<file path="src/hdl/dcr_params.svh">
`ifndef DCR_PARAMS_SVH
`define DCR_PARAMS_SVH
// Register byte offsets
`define DCR_CTRL_OFS      8'h00
`define DCR_GAIN_OFS      8'h04
`define DCR_STAT_OFS      8'h08
// Control field positions
`define DCR_B_SRSTN       0
`define DCR_B_ZDEN        1
`define DCR_B_ZCMB        2
`define DCR_B_ZPOL        3
`define DCR_B_SWAP        4
`define DCR_B_MONO        5
`define DCR_B_LINV        6
`define DCR_B_RINV        7
`define DCR_B_DSD         8
`define DCR_B_EXTF        9
`define DCR_B_D512        10
`define DCR_B_BYP         11
`define DCR_B_DSD_FILTER_CUTOFF_SEL        12
`define DCR_CTRL_W        13
// Reset values
`define DCR_CTRL_RST      13'h0003
`define DCR_GAIN_RST      3'h0
// Timing in sample periods (fsb)
`define DCR_ZD_PERIODS    8192
`define DCR_ZD512_PERIODS 16384
`define DCR_REL_PERIODS   4
`endif

</file>
<file path="src/hdl/dcr_pkg.sv">
`default_nettype none
package dcr_pkg;
   // One-hot output level selection
   typedef enum logic [2:0] {
      DCR_LVL_2P5  = 3'h1,
      DCR_LVL_2P8  = 3'h2,
      DCR_LVL_3P75 = 3'h4
   } dcr_lvl_e;
   // Per-channel zero detector state
   typedef enum logic [2:0] {
      DCR_ZS_HOLD = 3'h1,
      DCR_ZS_WAIT = 3'h2,
      DCR_ZS_RUN  = 3'h4
   } dcr_zst_e;
endpackage : dcr_pkg
`default_nettype wire

</file>
<file path="src/hdl/dcr_top.sv">
// The implementer's own choices: the APB interface to the registers and the register offsets.
`default_nettype none
`include "dcr_params.svh"
// Behaviour
// - Register mode PCM: codes 000/001 give 2.8, 100/101 give 3.75, else 2.5 Vpp
// - DSD normal path: 000 gives 2.8, 100 gives 3.75, else 2.5; bypass always 2.5
// - Pin mode PCM: gain pin low gives 2.8 Vpp, high gives 3.75 Vpp
// - External-filter mode uses the same gain mapping as PCM
// - Channel zero flag rises after 8192 consecutive zero sample periods
// - DSD512 rate needs 16384 consecutive zero sample periods instead
// - Nonzero data drops a raised zero flag at once
// - Soft reset holds both flags high; low 4 periods after first one bit
// - Combine bit set: both flags high only when both channels detect zero
// - Zero detect enable clear: both flags held low, or high when the polarity bit is set
// - DSD volume bypass disables zero detection
// - Polarity bit inverts both flags; bit 0 means high on zero
// - Stereo: swap 0 passes straight, swap 1 crosses channels
// - Mono: both outputs from left when swap 0, from right when 1
// - Per-channel invert bits applied after channel selection
// - Selection behaves the same in PCM, DSD, external filter; inversion negates PCM and ext-filter samples, flips bit 0 in DSD
// - Pin mode: straight routing, right inverted by right invert pin
// - Bypass bit 1 selects DSD volume bypass, 0 the default normal path
module dcr_top
   import dcr_pkg::*;
#(
   parameter int DW          = 32,
   parameter int ZD_PERIODS  = `DCR_ZD_PERIODS,
   parameter int ZD5_PERIODS = `DCR_ZD512_PERIODS
) (
   // Clock and reset
   input  wire logic          pclk,
   input  wire logic          presetn,
   // APB slave
   input  wire logic          psel,
   input  wire logic          penable,
   input  wire logic          pwrite,
   input  wire logic [7:0]    paddr,
   input  wire logic [31:0]   pwdata,
   output logic [31:0]        prdata,
   output logic               pready,
   output logic               pslverr,
   // Pin-control mode
   input  wire logic          pin_mode,
   input  wire logic          gain_pin,
   input  wire logic          right_invert_pin,
   // Sample input, one strobe per sample period
   input  wire logic          in_valid,
   input  wire logic [DW-1:0] left_in,
   input  wire logic [DW-1:0] right_in,
   // Conditioned output
   output logic               out_valid,
   output logic [DW-1:0]      left_out,
   output logic [DW-1:0]      right_out,
   // Level selection and flags
   output dcr_lvl_e           level_sel,
   output logic               left_zero_flag_out,
   output logic               right_zero_flag_out
);
   localparam int CW = 15;
   localparam logic [CW-1:0] THR  = CW'(ZD_PERIODS);
   localparam logic [CW-1:0] THR5 = CW'(ZD5_PERIODS);
   localparam logic [2:0]    RELN = 3'(`DCR_REL_PERIODS - 1);

   // Register state
   logic [`DCR_CTRL_W-1:0] ctrl;
   logic [`DCR_CTRL_W-1:0] next_ctrl;
   logic [2:0]             output_gain_code;
   logic [2:0]             next_gain;
   logic [31:0]            next_prdata;
   logic                   next_pslverr;

   logic soft_reset_n;
   logic zero_detect_enable;
   logic zero_flag_combine;
   logic zero_flag_polarity;
   logic channel_swap_select;
   logic mono_sel;
   logic left_phase_invert;
   logic right_phase_invert;
   logic dsd_mode;
   logic external_filter_mode;
   logic dsd512_mode;
   logic dsd_volume_bypass;
   logic dsd_filter_cutoff_sel;

   assign soft_reset_n          = ctrl[`DCR_B_SRSTN];
   assign zero_detect_enable    = ctrl[`DCR_B_ZDEN];
   assign zero_flag_combine     = ctrl[`DCR_B_ZCMB];
   assign zero_flag_polarity    = ctrl[`DCR_B_ZPOL];
   assign channel_swap_select   = ctrl[`DCR_B_SWAP];
   assign mono_sel              = ctrl[`DCR_B_MONO];
   assign left_phase_invert     = ctrl[`DCR_B_LINV];
   assign right_phase_invert    = ctrl[`DCR_B_RINV];
   assign dsd_mode              = ctrl[`DCR_B_DSD];
   assign external_filter_mode  = ctrl[`DCR_B_EXTF];
   assign dsd512_mode           = ctrl[`DCR_B_D512];
   assign dsd_volume_bypass     = ctrl[`DCR_B_BYP];
   // Stored only; host keeps it 0 for code 100 on the DSD normal path
   assign dsd_filter_cutoff_sel = ctrl[`DCR_B_DSD_FILTER_CUTOFF_SEL];

   // Zero detector shared signals
   logic [1:0]          raw_zero;
   logic [1:0]          next_flags;
   logic [1:0]          flags;
   logic [DW-1:0]       ch_in [2];

   assign ch_in[0] = left_in;
   assign ch_in[1] = right_in;

   // APB: read data captured in setup so the access phase is zero-wait
   assign pready = 1'b1;

   always_comb begin
      logic wr;
      logic hit;
      wr           = psel & penable & pwrite;
      hit          = (paddr == `DCR_CTRL_OFS) | (paddr == `DCR_GAIN_OFS)
                   | (paddr == `DCR_STAT_OFS);
      next_ctrl    = ctrl;
      next_gain    = output_gain_code;
      next_prdata  = prdata;
      next_pslverr = pslverr;
      if (psel & ~penable) begin
         next_pslverr = ~hit;
         case (paddr)
            `DCR_CTRL_OFS: next_prdata = 32'(ctrl);
            `DCR_GAIN_OFS: next_prdata = 32'(output_gain_code);
            `DCR_STAT_OFS: next_prdata = {27'h0, level_sel, flags};
            default:       next_prdata = 32'h0;
         endcase
      end
      if (wr) begin
         case (paddr)
            `DCR_CTRL_OFS: next_ctrl = pwdata[`DCR_CTRL_W-1:0];
            `DCR_GAIN_OFS: next_gain = pwdata[2:0];
            default:       next_ctrl = ctrl;
         endcase
      end
   end

   always_ff @(posedge pclk or negedge presetn) begin
      if (!presetn) begin
         ctrl             <= `DCR_CTRL_RST;
         output_gain_code <= `DCR_GAIN_RST;
         prdata           <= 32'h0;
         pslverr          <= 1'b0;
      end else begin
         ctrl             <= next_ctrl;
         output_gain_code <= next_gain;
         prdata           <= next_prdata;
         pslverr          <= next_pslverr;
      end
   end

   // Output level decode
   dcr_lvl_e next_level;

   always_comb begin
      next_level = DCR_LVL_2P5;
      if (pin_mode && !dsd_mode) begin
         next_level = gain_pin ? DCR_LVL_3P75 : DCR_LVL_2P8;
      end else if (dsd_mode && dsd_volume_bypass) begin
         next_level = DCR_LVL_2P5;
      end else if (dsd_mode) begin
         case (output_gain_code)
            3'h0:    next_level = DCR_LVL_2P8;
            3'h4:    next_level = DCR_LVL_3P75;
            default: next_level = DCR_LVL_2P5;
         endcase
      end else begin
         // External filter shares the PCM mapping
         case (output_gain_code)
            3'h0, 3'h1: next_level = DCR_LVL_2P8;
            3'h4, 3'h5: next_level = DCR_LVL_3P75;
            default:    next_level = DCR_LVL_2P5;
         endcase
      end
   end

   always_ff @(posedge pclk or negedge presetn) begin
      if (!presetn) begin
         level_sel <= DCR_LVL_2P8;
      end else begin
         level_sel <= next_level;
      end
   end

   // Per-channel zero detectors
   for (genvar i = 0; i < 2; i++) begin : g_zd
      dcr_zst_e      zst;
      dcr_zst_e      next_zst;
      logic [CW-1:0] cnt;
      logic [CW-1:0] next_cnt;
      logic [2:0]    rel;
      logic [2:0]    next_rel;
      logic          nz;
      logic [CW-1:0] thr;

      assign nz  = dsd_mode ? ch_in[i][0] : |ch_in[i];
      assign thr = dsd512_mode ? THR5 : THR;

      always_comb begin
         next_zst = zst;
         next_cnt = cnt;
         next_rel = rel;
         if (!soft_reset_n) begin
            next_zst = DCR_ZS_HOLD;
            next_cnt = '0;
            next_rel = '0;
         end else begin
            case (zst)
               DCR_ZS_HOLD: begin
                  if (in_valid && nz) begin
                     next_zst = DCR_ZS_WAIT;
                     next_rel = '0;
                  end
               end
               DCR_ZS_WAIT: begin
                  if (in_valid) begin
                     next_rel = rel + 3'h1;
                     if (rel == RELN) begin
                        next_zst = DCR_ZS_RUN;
                     end
                  end
               end
               DCR_ZS_RUN: begin
                  if (in_valid) begin
                     if (nz) begin
                        next_cnt = '0;
                     end else if (cnt < thr) begin
                        next_cnt = cnt + CW'(1);
                     end
                  end
               end
               default: next_zst = DCR_ZS_HOLD;
            endcase
         end
      end

      always_ff @(posedge pclk or negedge presetn) begin
         if (!presetn) begin
            zst <= DCR_ZS_HOLD;
            cnt <= '0;
            rel <= '0;
         end else begin
            zst <= next_zst;
            cnt <= next_cnt;
            rel <= next_rel;
         end
      end

      // Nonzero sample masks the flag in the same cycle it arrives
      assign raw_zero[i] = (zst != DCR_ZS_RUN)
                         | ((cnt >= thr) & ~(in_valid & nz));
   end : g_zd

   // Flag combine, enable and polarity
   always_comb begin
      logic both;
      logic en;
      both = &raw_zero;
      en   = zero_detect_enable & ~(dsd_mode & dsd_volume_bypass);
      if (!en) begin
         next_flags = 2'h0;
      end else if (zero_flag_combine) begin
         next_flags = {both, both};
      end else begin
         next_flags = raw_zero;
      end
      next_flags = next_flags ^ {2{zero_flag_polarity}};
   end

   always_ff @(posedge pclk or negedge presetn) begin
      if (!presetn) begin
         flags <= 2'h0;
      end else begin
         flags <= next_flags;
      end
   end

   assign left_zero_flag_out  = flags[0];
   assign right_zero_flag_out = flags[1];

   // Channel routing and phase inversion
   logic [DW-1:0] next_left;
   logic [DW-1:0] next_right;

   function automatic logic [DW-1:0] dcr_inv(input logic [DW-1:0] d, input logic dsd);
      // Negating full-scale negative wraps; same as two's complement hardware
      if (dsd) begin
         return {{(DW-1){1'b0}}, ~d[0]};
      end
      return DW'(-d);
   endfunction : dcr_inv

   always_comb begin
      logic [DW-1:0] sl;
      logic [DW-1:0] sr;
      logic          il;
      logic          ir;
      // Register mode routing first; mono and pin mode override
      sl = channel_swap_select ? right_in : left_in;
      sr = channel_swap_select ? left_in : right_in;
      il = left_phase_invert;
      ir = right_phase_invert;
      if (pin_mode) begin
         sl = left_in;
         sr = right_in;
         il = 1'b0;
         ir = right_invert_pin;
      end else if (mono_sel) begin
         sr = sl;
      end
      next_left  = il ? dcr_inv(sl, dsd_mode) : sl;
      next_right = ir ? dcr_inv(sr, dsd_mode) : sr;
   end

   always_ff @(posedge pclk or negedge presetn) begin
      if (!presetn) begin
         left_out  <= '0;
         right_out <= '0;
         out_valid <= 1'b0;
      end else begin
         out_valid <= in_valid;
         if (in_valid) begin
            left_out  <= next_left;
            right_out <= next_right;
         end
      end
   end

endmodule : dcr_top
`default_nettype wire

</file>
<file path="config.mk">
export PLATFORM = sky130hd
export DESIGN_NAME = dcr_top
export DESIGN_NICKNAME = d
export VERILOG_FILES = /design/src/hdl/dcr_pkg.sv /design/src/hdl/dcr_top.sv
export VERILOG_INCLUDE_DIRS = /design/src /design/src/hdl
export SDC_FILE = /design/constraint.sdc
export NUM_CORES = 1
export LEC_CHECK = 0
export BUFFER_PORTS_ARGS = -buffer_cell sky130_fd_sc_hd__clkbuf_2
export CORE_MARGIN = 2
export CORE_UTILIZATION = 49
export DETAILED_ROUTE_END_ITERATION = 12
export PLACE_DENSITY = 0.76
export SLEW_MARGIN = 30
export SYNTH_ARGS = -nofsm -noshare
export SYNTH_HDL_FRONTEND = slang
export SYNTH_SLANG_ARGS = --single-unit
</file>
<file path="constraint.sdc">
create_clock -name pclk -period 3.2 [get_ports pclk]
set_clock_uncertainty 0.05 [all_clocks]
set_input_delay 0.16 -clock pclk [delete_from_list [all_inputs] [get_ports pclk]]
set_output_delay 0.16 -clock pclk [all_outputs]
set_load 0.02 [all_outputs]
</file>
== After elaboration in Yosys (flattened, before gate mapping) ==
Index checks and enable logic that the tools add are counted.

* Register bits: 161
* Bits of input ports: 113
* Output and inout port bits: 104
* Word-level logic and storage cells: 150

* $add $sub $neg: 6
* Order comparisons: 4
* Eq/ne operators: 30
* Multiplexer cells: 54
* Bitwise gates (word level): 21
* Reduce and logical (&&, ||, !) cells: 20

{| class="wikitable"
|+ Operators with widths
! kind !! number
|-
| 32-bit 2-to-1 mux || 11
|-
| 15-bit 2-to-1 mux || 11
|-
| 32-bit negator || 2
|-
| 32-bit OR reduction || 2
|-
| 3-bit 2-to-1 mux || 18
|-
| 13-bit case mux with 3 select lines || 1
|-
| 15-bit by 1-bit adder with 15-bit output (second input constant) || 2
|-
| 15-bit >= comparator || 2
|-
| 15-bit less-than comparator || 2
|-
| 3-bit inequality test (second input constant) || 8
|-
| 3-bit case mux with 2 select lines || 4
|-
| 3-bit case mux with 3 select lines || 2
|-
| 3-bit by 2-bit == test with 1-bit output (second input constant) || 4
|-
| 3-bit == test (second input constant) || 4
|-
| 3-bit by 1-bit inequality test with 1-bit output (second input constant) || 4
|-
| 3-bit AND reduction || 4
|-
| 1-bit bitwise AND || 9
|-
| 3-bit by 1-bit == test with 1-bit output (second input constant) || 3
|-
| 8-bit by 3-bit == test with 1-bit output (second input constant) || 1
|-
| 8-bit by 4-bit == test with 1-bit output (second input constant) || 1
|-
| 8-bit logical NOT || 1
|-
| 4-bit AND reduction || 2
|-
| 1-bit inverter || 7
|-
| 3-bit by 1-bit adder with 3-bit output (second input constant) || 2
|-
| other kinds (11) || 28
|}

== Longest topological paths before layout ==
* Depth in word-level cells: 10
* Mapped depth: 14
* Mapped depth without buffers: 10

== Worst setup path after synthesis ==
OpenSTA, ideal clock, no wires.

* Path type: flip-flop to flip-flop
* Start point: reg ctrl[4]
* End point: reg right_out[30]
* Setup time: 126 ps
* Arrival: 3270 ps
* Data required time: 3024 ps
* Setup slack: -247 ps
* Cell stages (with the launch flop): 13
* Path buffers: 3
* Clock period less this slack: 3447 ps
* Cells stage by stage: dfrtp_1 > xor2_2 > nand2_1 > buf_2 > buf_1 > mux2i_1 > ha_1 > buf_1 > inv_1 > a2111o_1 > and4bb_2 > mux2i_1 > a221o_1

* Longest elaborated chain between the ends: 6
* Elaborated cells between the ends (all ways): 7
* Those cells by class: add/sub: 1; mux: 6

{| class="wikitable"
|+ Ends and longest elaborated chain
! element !! RTL line !! source
|-
| start, declared || dcr_top.sv:65 || <nowiki>logic [`DCR_CTRL_W-1:0] ctrl;</nowiki>
|-
| start signal, assigned || dcr_top.sv:143 || <nowiki>ctrl <= `DCR_CTRL_RST;</nowiki>
|-
| start signal, assigned || dcr_top.sv:148 || <nowiki>ctrl <= next_ctrl;</nowiki>
|-
| 32-bit 2-to-1 mux, on equally long branches || dcr_top.sv:303, dcr_top.sv:302 ||
|-
| 32-bit 2-to-1 mux * || dcr_top.sv:311 || <nowiki>end else if (mono_sel) begin</nowiki>
|-
| 32-bit 2-to-1 mux * || dcr_top.sv:306 || <nowiki>if (pin_mode) begin</nowiki>
|-
| 32-bit negator || dcr_top.sv:293 || <nowiki>return DW'(-d);</nowiki>
|-
| 32-bit 2-to-1 mux || dcr_top.sv:293 ||
|-
| 32-bit 2-to-1 mux * || dcr_top.sv:315 || <nowiki>next_right = ir ? dcr_inv(sr, dsd_mode) : sr;</nowiki>
|-
| end signal, assigned || dcr_top.sv:327 || <nowiki>right_out <= next_right;</nowiki>
|-
| end, declared || dcr_top.sv:53 || <nowiki>output logic [DW-1:0] right_out,</nowiki>
|}

Mark *: on every way between the ends. The rest lies on a longest branch, timed or not.
A chain may end at the register's enable or synchronous reset.

== Final worst setup path ==
* Start point: reg ctrl[4]
* End point: reg left_out[28]

* Longest elaborated chain between the ends: 5

{| class="wikitable"
|+ Ends and longest elaborated chain
! element !! RTL line !! source
|-
| 32-bit 2-to-1 mux * || dcr_top.sv:302 || <nowiki>sl = channel_swap_select ? right_in : left_in;</nowiki>
|-
| 32-bit 2-to-1 mux * || dcr_top.sv:306 ||
|-
| 32-bit negator || dcr_top.sv:293 ||
|-
| 32-bit 2-to-1 mux || dcr_top.sv:293 ||
|-
| 32-bit 2-to-1 mux * || dcr_top.sv:314 || <nowiki>next_left = il ? dcr_inv(sl, dsd_mode) : sl;</nowiki>
|-
| end signal, assigned || dcr_top.sv:326 || <nowiki>left_out <= next_left;</nowiki>
|-
| end, declared || dcr_top.sv:52 || <nowiki>output logic [DW-1:0] left_out,</nowiki>
|}

Marked as above.

==> impl_metrics.csv <==
group,metric,value,unit
status,status,"completed",
die,initial_core_util,49.5,%
logic_synthesis,synthMuxAreaShare,11.6,%
logic_synthesis,netlist_instances,1146,
global_route,track_usage,30.2,%
cells_and_area,antennaDiodeCount,0,
worst_setup_path,cp_max_fo,11,
logic_synthesis,synthAdderAreaFrac,1.77,%
sta,tightest_slew,0.816,ns
worst_setup_path,rr_worst_depth,9,
worst_setup_path,r2r_slack,0.19,ns
drt,drt_iter0_drc,964,
clock_network,cts_htree_levels,4,
logic_synthesis,ys_ff_latch,142,
placed_design,placed_area,0.0112,mm^2
drt,antenna_left,0,
pwr,power_density,427,mW/mm^2
clock_network,clkTransAtPathRegs,0.07,ns
placed_design,place_hpwl,23400,um
worst_hold_path,min_path_type,"primary input to flip-flop",
placed_design,portBuffers,177,
global_route,grt_max_degree,88,
logic_synthesis,synth.area.top_cells,"dfrtp_1 (35%), mux2i_1 (8.0%), nor2_1 (4.5%)",
sta,rsz0062_at_grt,"no",
pwr,leakage,0.00543,uW
sta,hold_viol_final,0,
cells_and_area,area_growth_syn_to_layout,20.1,%
drt,first_pass_iters,6,
sta,fin_crit_sh,94.0,%
global_route,grt_overflow_total,0,
die,fp.dieW,146,um
cells_and_area,finalNetCount,1460,
die,core,0.0200,mm^2
placed_design,gp_congestion,1.00,
global_route,antenna_found_initial,0,
logic_synthesis,async_flop_share,100,%
logic_synthesis,yosys_most_used_dff,"dfrtp_1",
pwr,clockPowerShare,39.7,%
worst_setup_path,cp_data_arrival_time,3.26,ns
clock_network,clk_latency,0.43,ns
worst_setup_path,critical-path-top-delay-family,"flip-flops",
logic_synthesis,synthesis.area,0.00992,mm^2
cells_and_area,utilization,59.5,%
clock_network,clk_path_buf_depth,2,
pwr,switching_power,1590,uW
worst_setup_path,cp-start-kind,"flip-flop",
logic_synthesis,post-synth-top-area-cell,"dfrtp_1",
logic_synthesis,yosysTopAreaCellShare,34.6,%
placed_design,dp.cells,1569,
sta,maxSlewHeadroom,45.6,%
pwr,combPwrFrac,19.7,%
worst_setup_path,worstSetupPathType,"flip-flop to flip-flop",
logic_synthesis,avgSynthCellArea,8.66,um^2
logic_synthesis,yosys.area_share.simple,22.4,%
sta,final.setup.tns,0,ns
logic_synthesis,synthDistinctLibCells,79,
logic_synthesis,synth_top_family_by_area,"simple AND/OR/NAND/NOR gates",
logic_synthesis,synth_seq_area_share,35.9,%
cells_and_area,layout-drive-gt1-share,22.8,%
worst_hold_path,min_path_cells,3,
worst_hold_path,whs_endpoint,"pslverr",
worst_setup_path,r2r_start,"ctrl[4]",
worst_setup_path,end_kind,"flip-flop",
worst_hold_path,worstHoldStart,"paddr[2]",
die,num_rows,52,
drt,viasPerCell,6.27,
drt,wirelength,32700,um
cells_and_area,final_cell_mix,"clkbuf_2 (176), dfrtp_1 (137), nor2_1 (117), mux2i_1 (78), nand2_1 (77)",
logic_synthesis,synth_edf_count,0,
clock_network,cts_tree,"built",
drt,post_drt_wl_per_cell,20.3,um
clock_network,numCtsBuffers,17,
drt,vias,10129,
cells_and_area,final_cell_area,0.0119,mm^2
job,drv_cap,0,
worst_setup_path,worstPathCellList,"nor2b_4 -> mux2i_2 -> ha_1 -> inv_1 -> a2111oi_1 -> buf_4 -> nand4_1 -> mux2i_1 -> o221ai_1",
clock_network,cts.sinks,142,
cells_and_area,final_common_cell,"clkbuf_2",
logic_synthesis,synth-compound-area-share,19.5,%
placed_design,place_ws,0.284,ns
worst_setup_path,cp_data_required_time,3.45,ns
die,dieArea,0.0214,mm^2
pwr,peakVddDrop,0.325,mV
clock_network,cts_resized,0,
pwr,sw_frac_of_total,31.3,%
worst_setup_path,timing.rr.end,"left_out[28]",
global_route,grt_pass1_vias,9698,
worst_setup_path,worst_path_largest_cell_delay,0.60,ns
pwr,pwr-share-seq,40.6,%
sta,fin_ws,0.193,ns
pwr,internal_power,3490,uW
logic_synthesis,ys_warn_count,0,
logic_synthesis,synthXorXnorAreaFrac,3.52,%
drt,drc,0,
worst_setup_path,crit_slowest_cell,"dfrtp_1",
worst_setup_path,critPathBufInv,2,
worst_setup_path,startpoint,"ctrl[4]",
die,io_pins,217,
sta,fmax,333,MHz
sta,slew_viol_final,0,
cells_and_area,fin_cells,1615,
die,die_h,146,um
global_route,grt_pass1_wl,51900,um
sta,final-setup-viol-count,0,
clock_network,cts_root_buf,"clkbuf_16",
sta,period_needed,3.01,ns
clock_network,post_cts_buffers,0,
per-stage QoR:
stage / total power, uW / hold slack (ns)
after floorplan: 2650 / -0.186
after global placement: 3030 / 0.229
after detailed placement: 3060 / 0.227
after CTS: 5090 / 0.0760
after global routing: 5290 / 0.0886
final: 5090 / 0.0820
timing repair:
action | CTS | global route
endpoints found under the hold margin | 99 | 0
setup endpoints to repair | 0 | 0
hold buffers | 15 | 0
tightest hold or removal path, stage by stage:
cell,delay [ns]
clkbuf_2,0.15
a21oi_1,0.14
o21ai_0,0.07
registers in the layout, indices dropped and copies added (netlist names):
| signal | flops |
|---|---|
| flags | 2 |
| level_sel | 3 |
| g_zd.cnt | 30 |
| prdata | 13 |
| left_out | 32 |
| g_zd.zst | 6 |
| out_valid | 1 |
| g_zd.rel | 6 |
| pslverr | 1 |
| right_out | 32 |
| output_gain_code | 3 |
| ctrl | 13 |
area by class of cell:
| cell class | instances | area [um^2] |
|---|---|---|
| fill | 1803 | 8130 |
| inverter | 27 | 101 |
| tap | 270 | 338 |
| timing repair buffer | 235 | 1390 |
| clock buffer | 19 | 453 |
| multi-input combinational | 910 | 5940 |
| clock inverter | 12 | 134 |
| sequential | 142 | 3560 |
cell families (layout without fill, tap and decap cells):
group / after synthesis / after routing
buffers and inverters: 112 / 293
AND/OR/NAND/NOR: 434 / 434
other: 2 / 20
XOR/XNOR: 39 / 39
AO/OA/AOI/OAI: 292 / 292
flip-flops: 142 / 142
multiplexers: 111 / 111
adder cells (fa/ha/maj): 14 / 14
cell usage after synthesis, drive strengths merged, types with 9 or more instances:
library cell / count
o211ai: 13
xnor2: 18
a22o: 12
buf: 38
xor2: 21
o2bb2ai: 17
nand4: 29
a21oi: 65
nor2: 118
o21ai: 76
nand2: 78
ha: 14
dfrtp: 137
a31oi: 21
clkbuf: 47
inv: 25
mux2i: 80
mux2: 31
nor3: 38
nand3: 39
or3: 29
nand2b: 10
nor4: 15
and3: 17
and2: 9
power by group through the flow:
| stage | Combinational (uW) | Sequential [uW] | Clock, uW |
|---|---|---|---|
| 3_3_place_gp | 944 | 2090 | 0 |
| 5_1_grt | 1080 | 2080 | 2120 |
| 6_report | 1000 | 2070 | 2020 |
| 4_1_cts | 991 | 2060 | 2040 |
| 3_5_place_dp | 966 | 2090 | 0 |
| 2_1_floorplan | 485 | 2170 | 0 |
how the worst max path moves through the flow:
| stage | end | slack [ns] | cells past startpoint |
|---|---|---|---|
| after floorplan | right_out[30] | 0.002 | 12 |
| after global placement | right_out[30] | 0.39 | 10 |
| after detailed placement | right_out[30] | 0.28 | 10 |
| after CTS | right_out[30] | 0.27 | 10 |
| after global routing | right_out[22] | 0.07 | 10 |
| final | left_out[28] | 0.19 | 9 |
routing by layer:
layer,GRT usage [%],part of all wire [%],vias to the layer above,wire [um]
met1,39.6,40,4880,13200
met2,48.8,47,583,15300
met3,7.28,9.8,76,3200
met5,0,0,-,0
li1,-,-,4590,-
met4,11.2,3.2,0,1040
(Power assumes the default switching activity.)
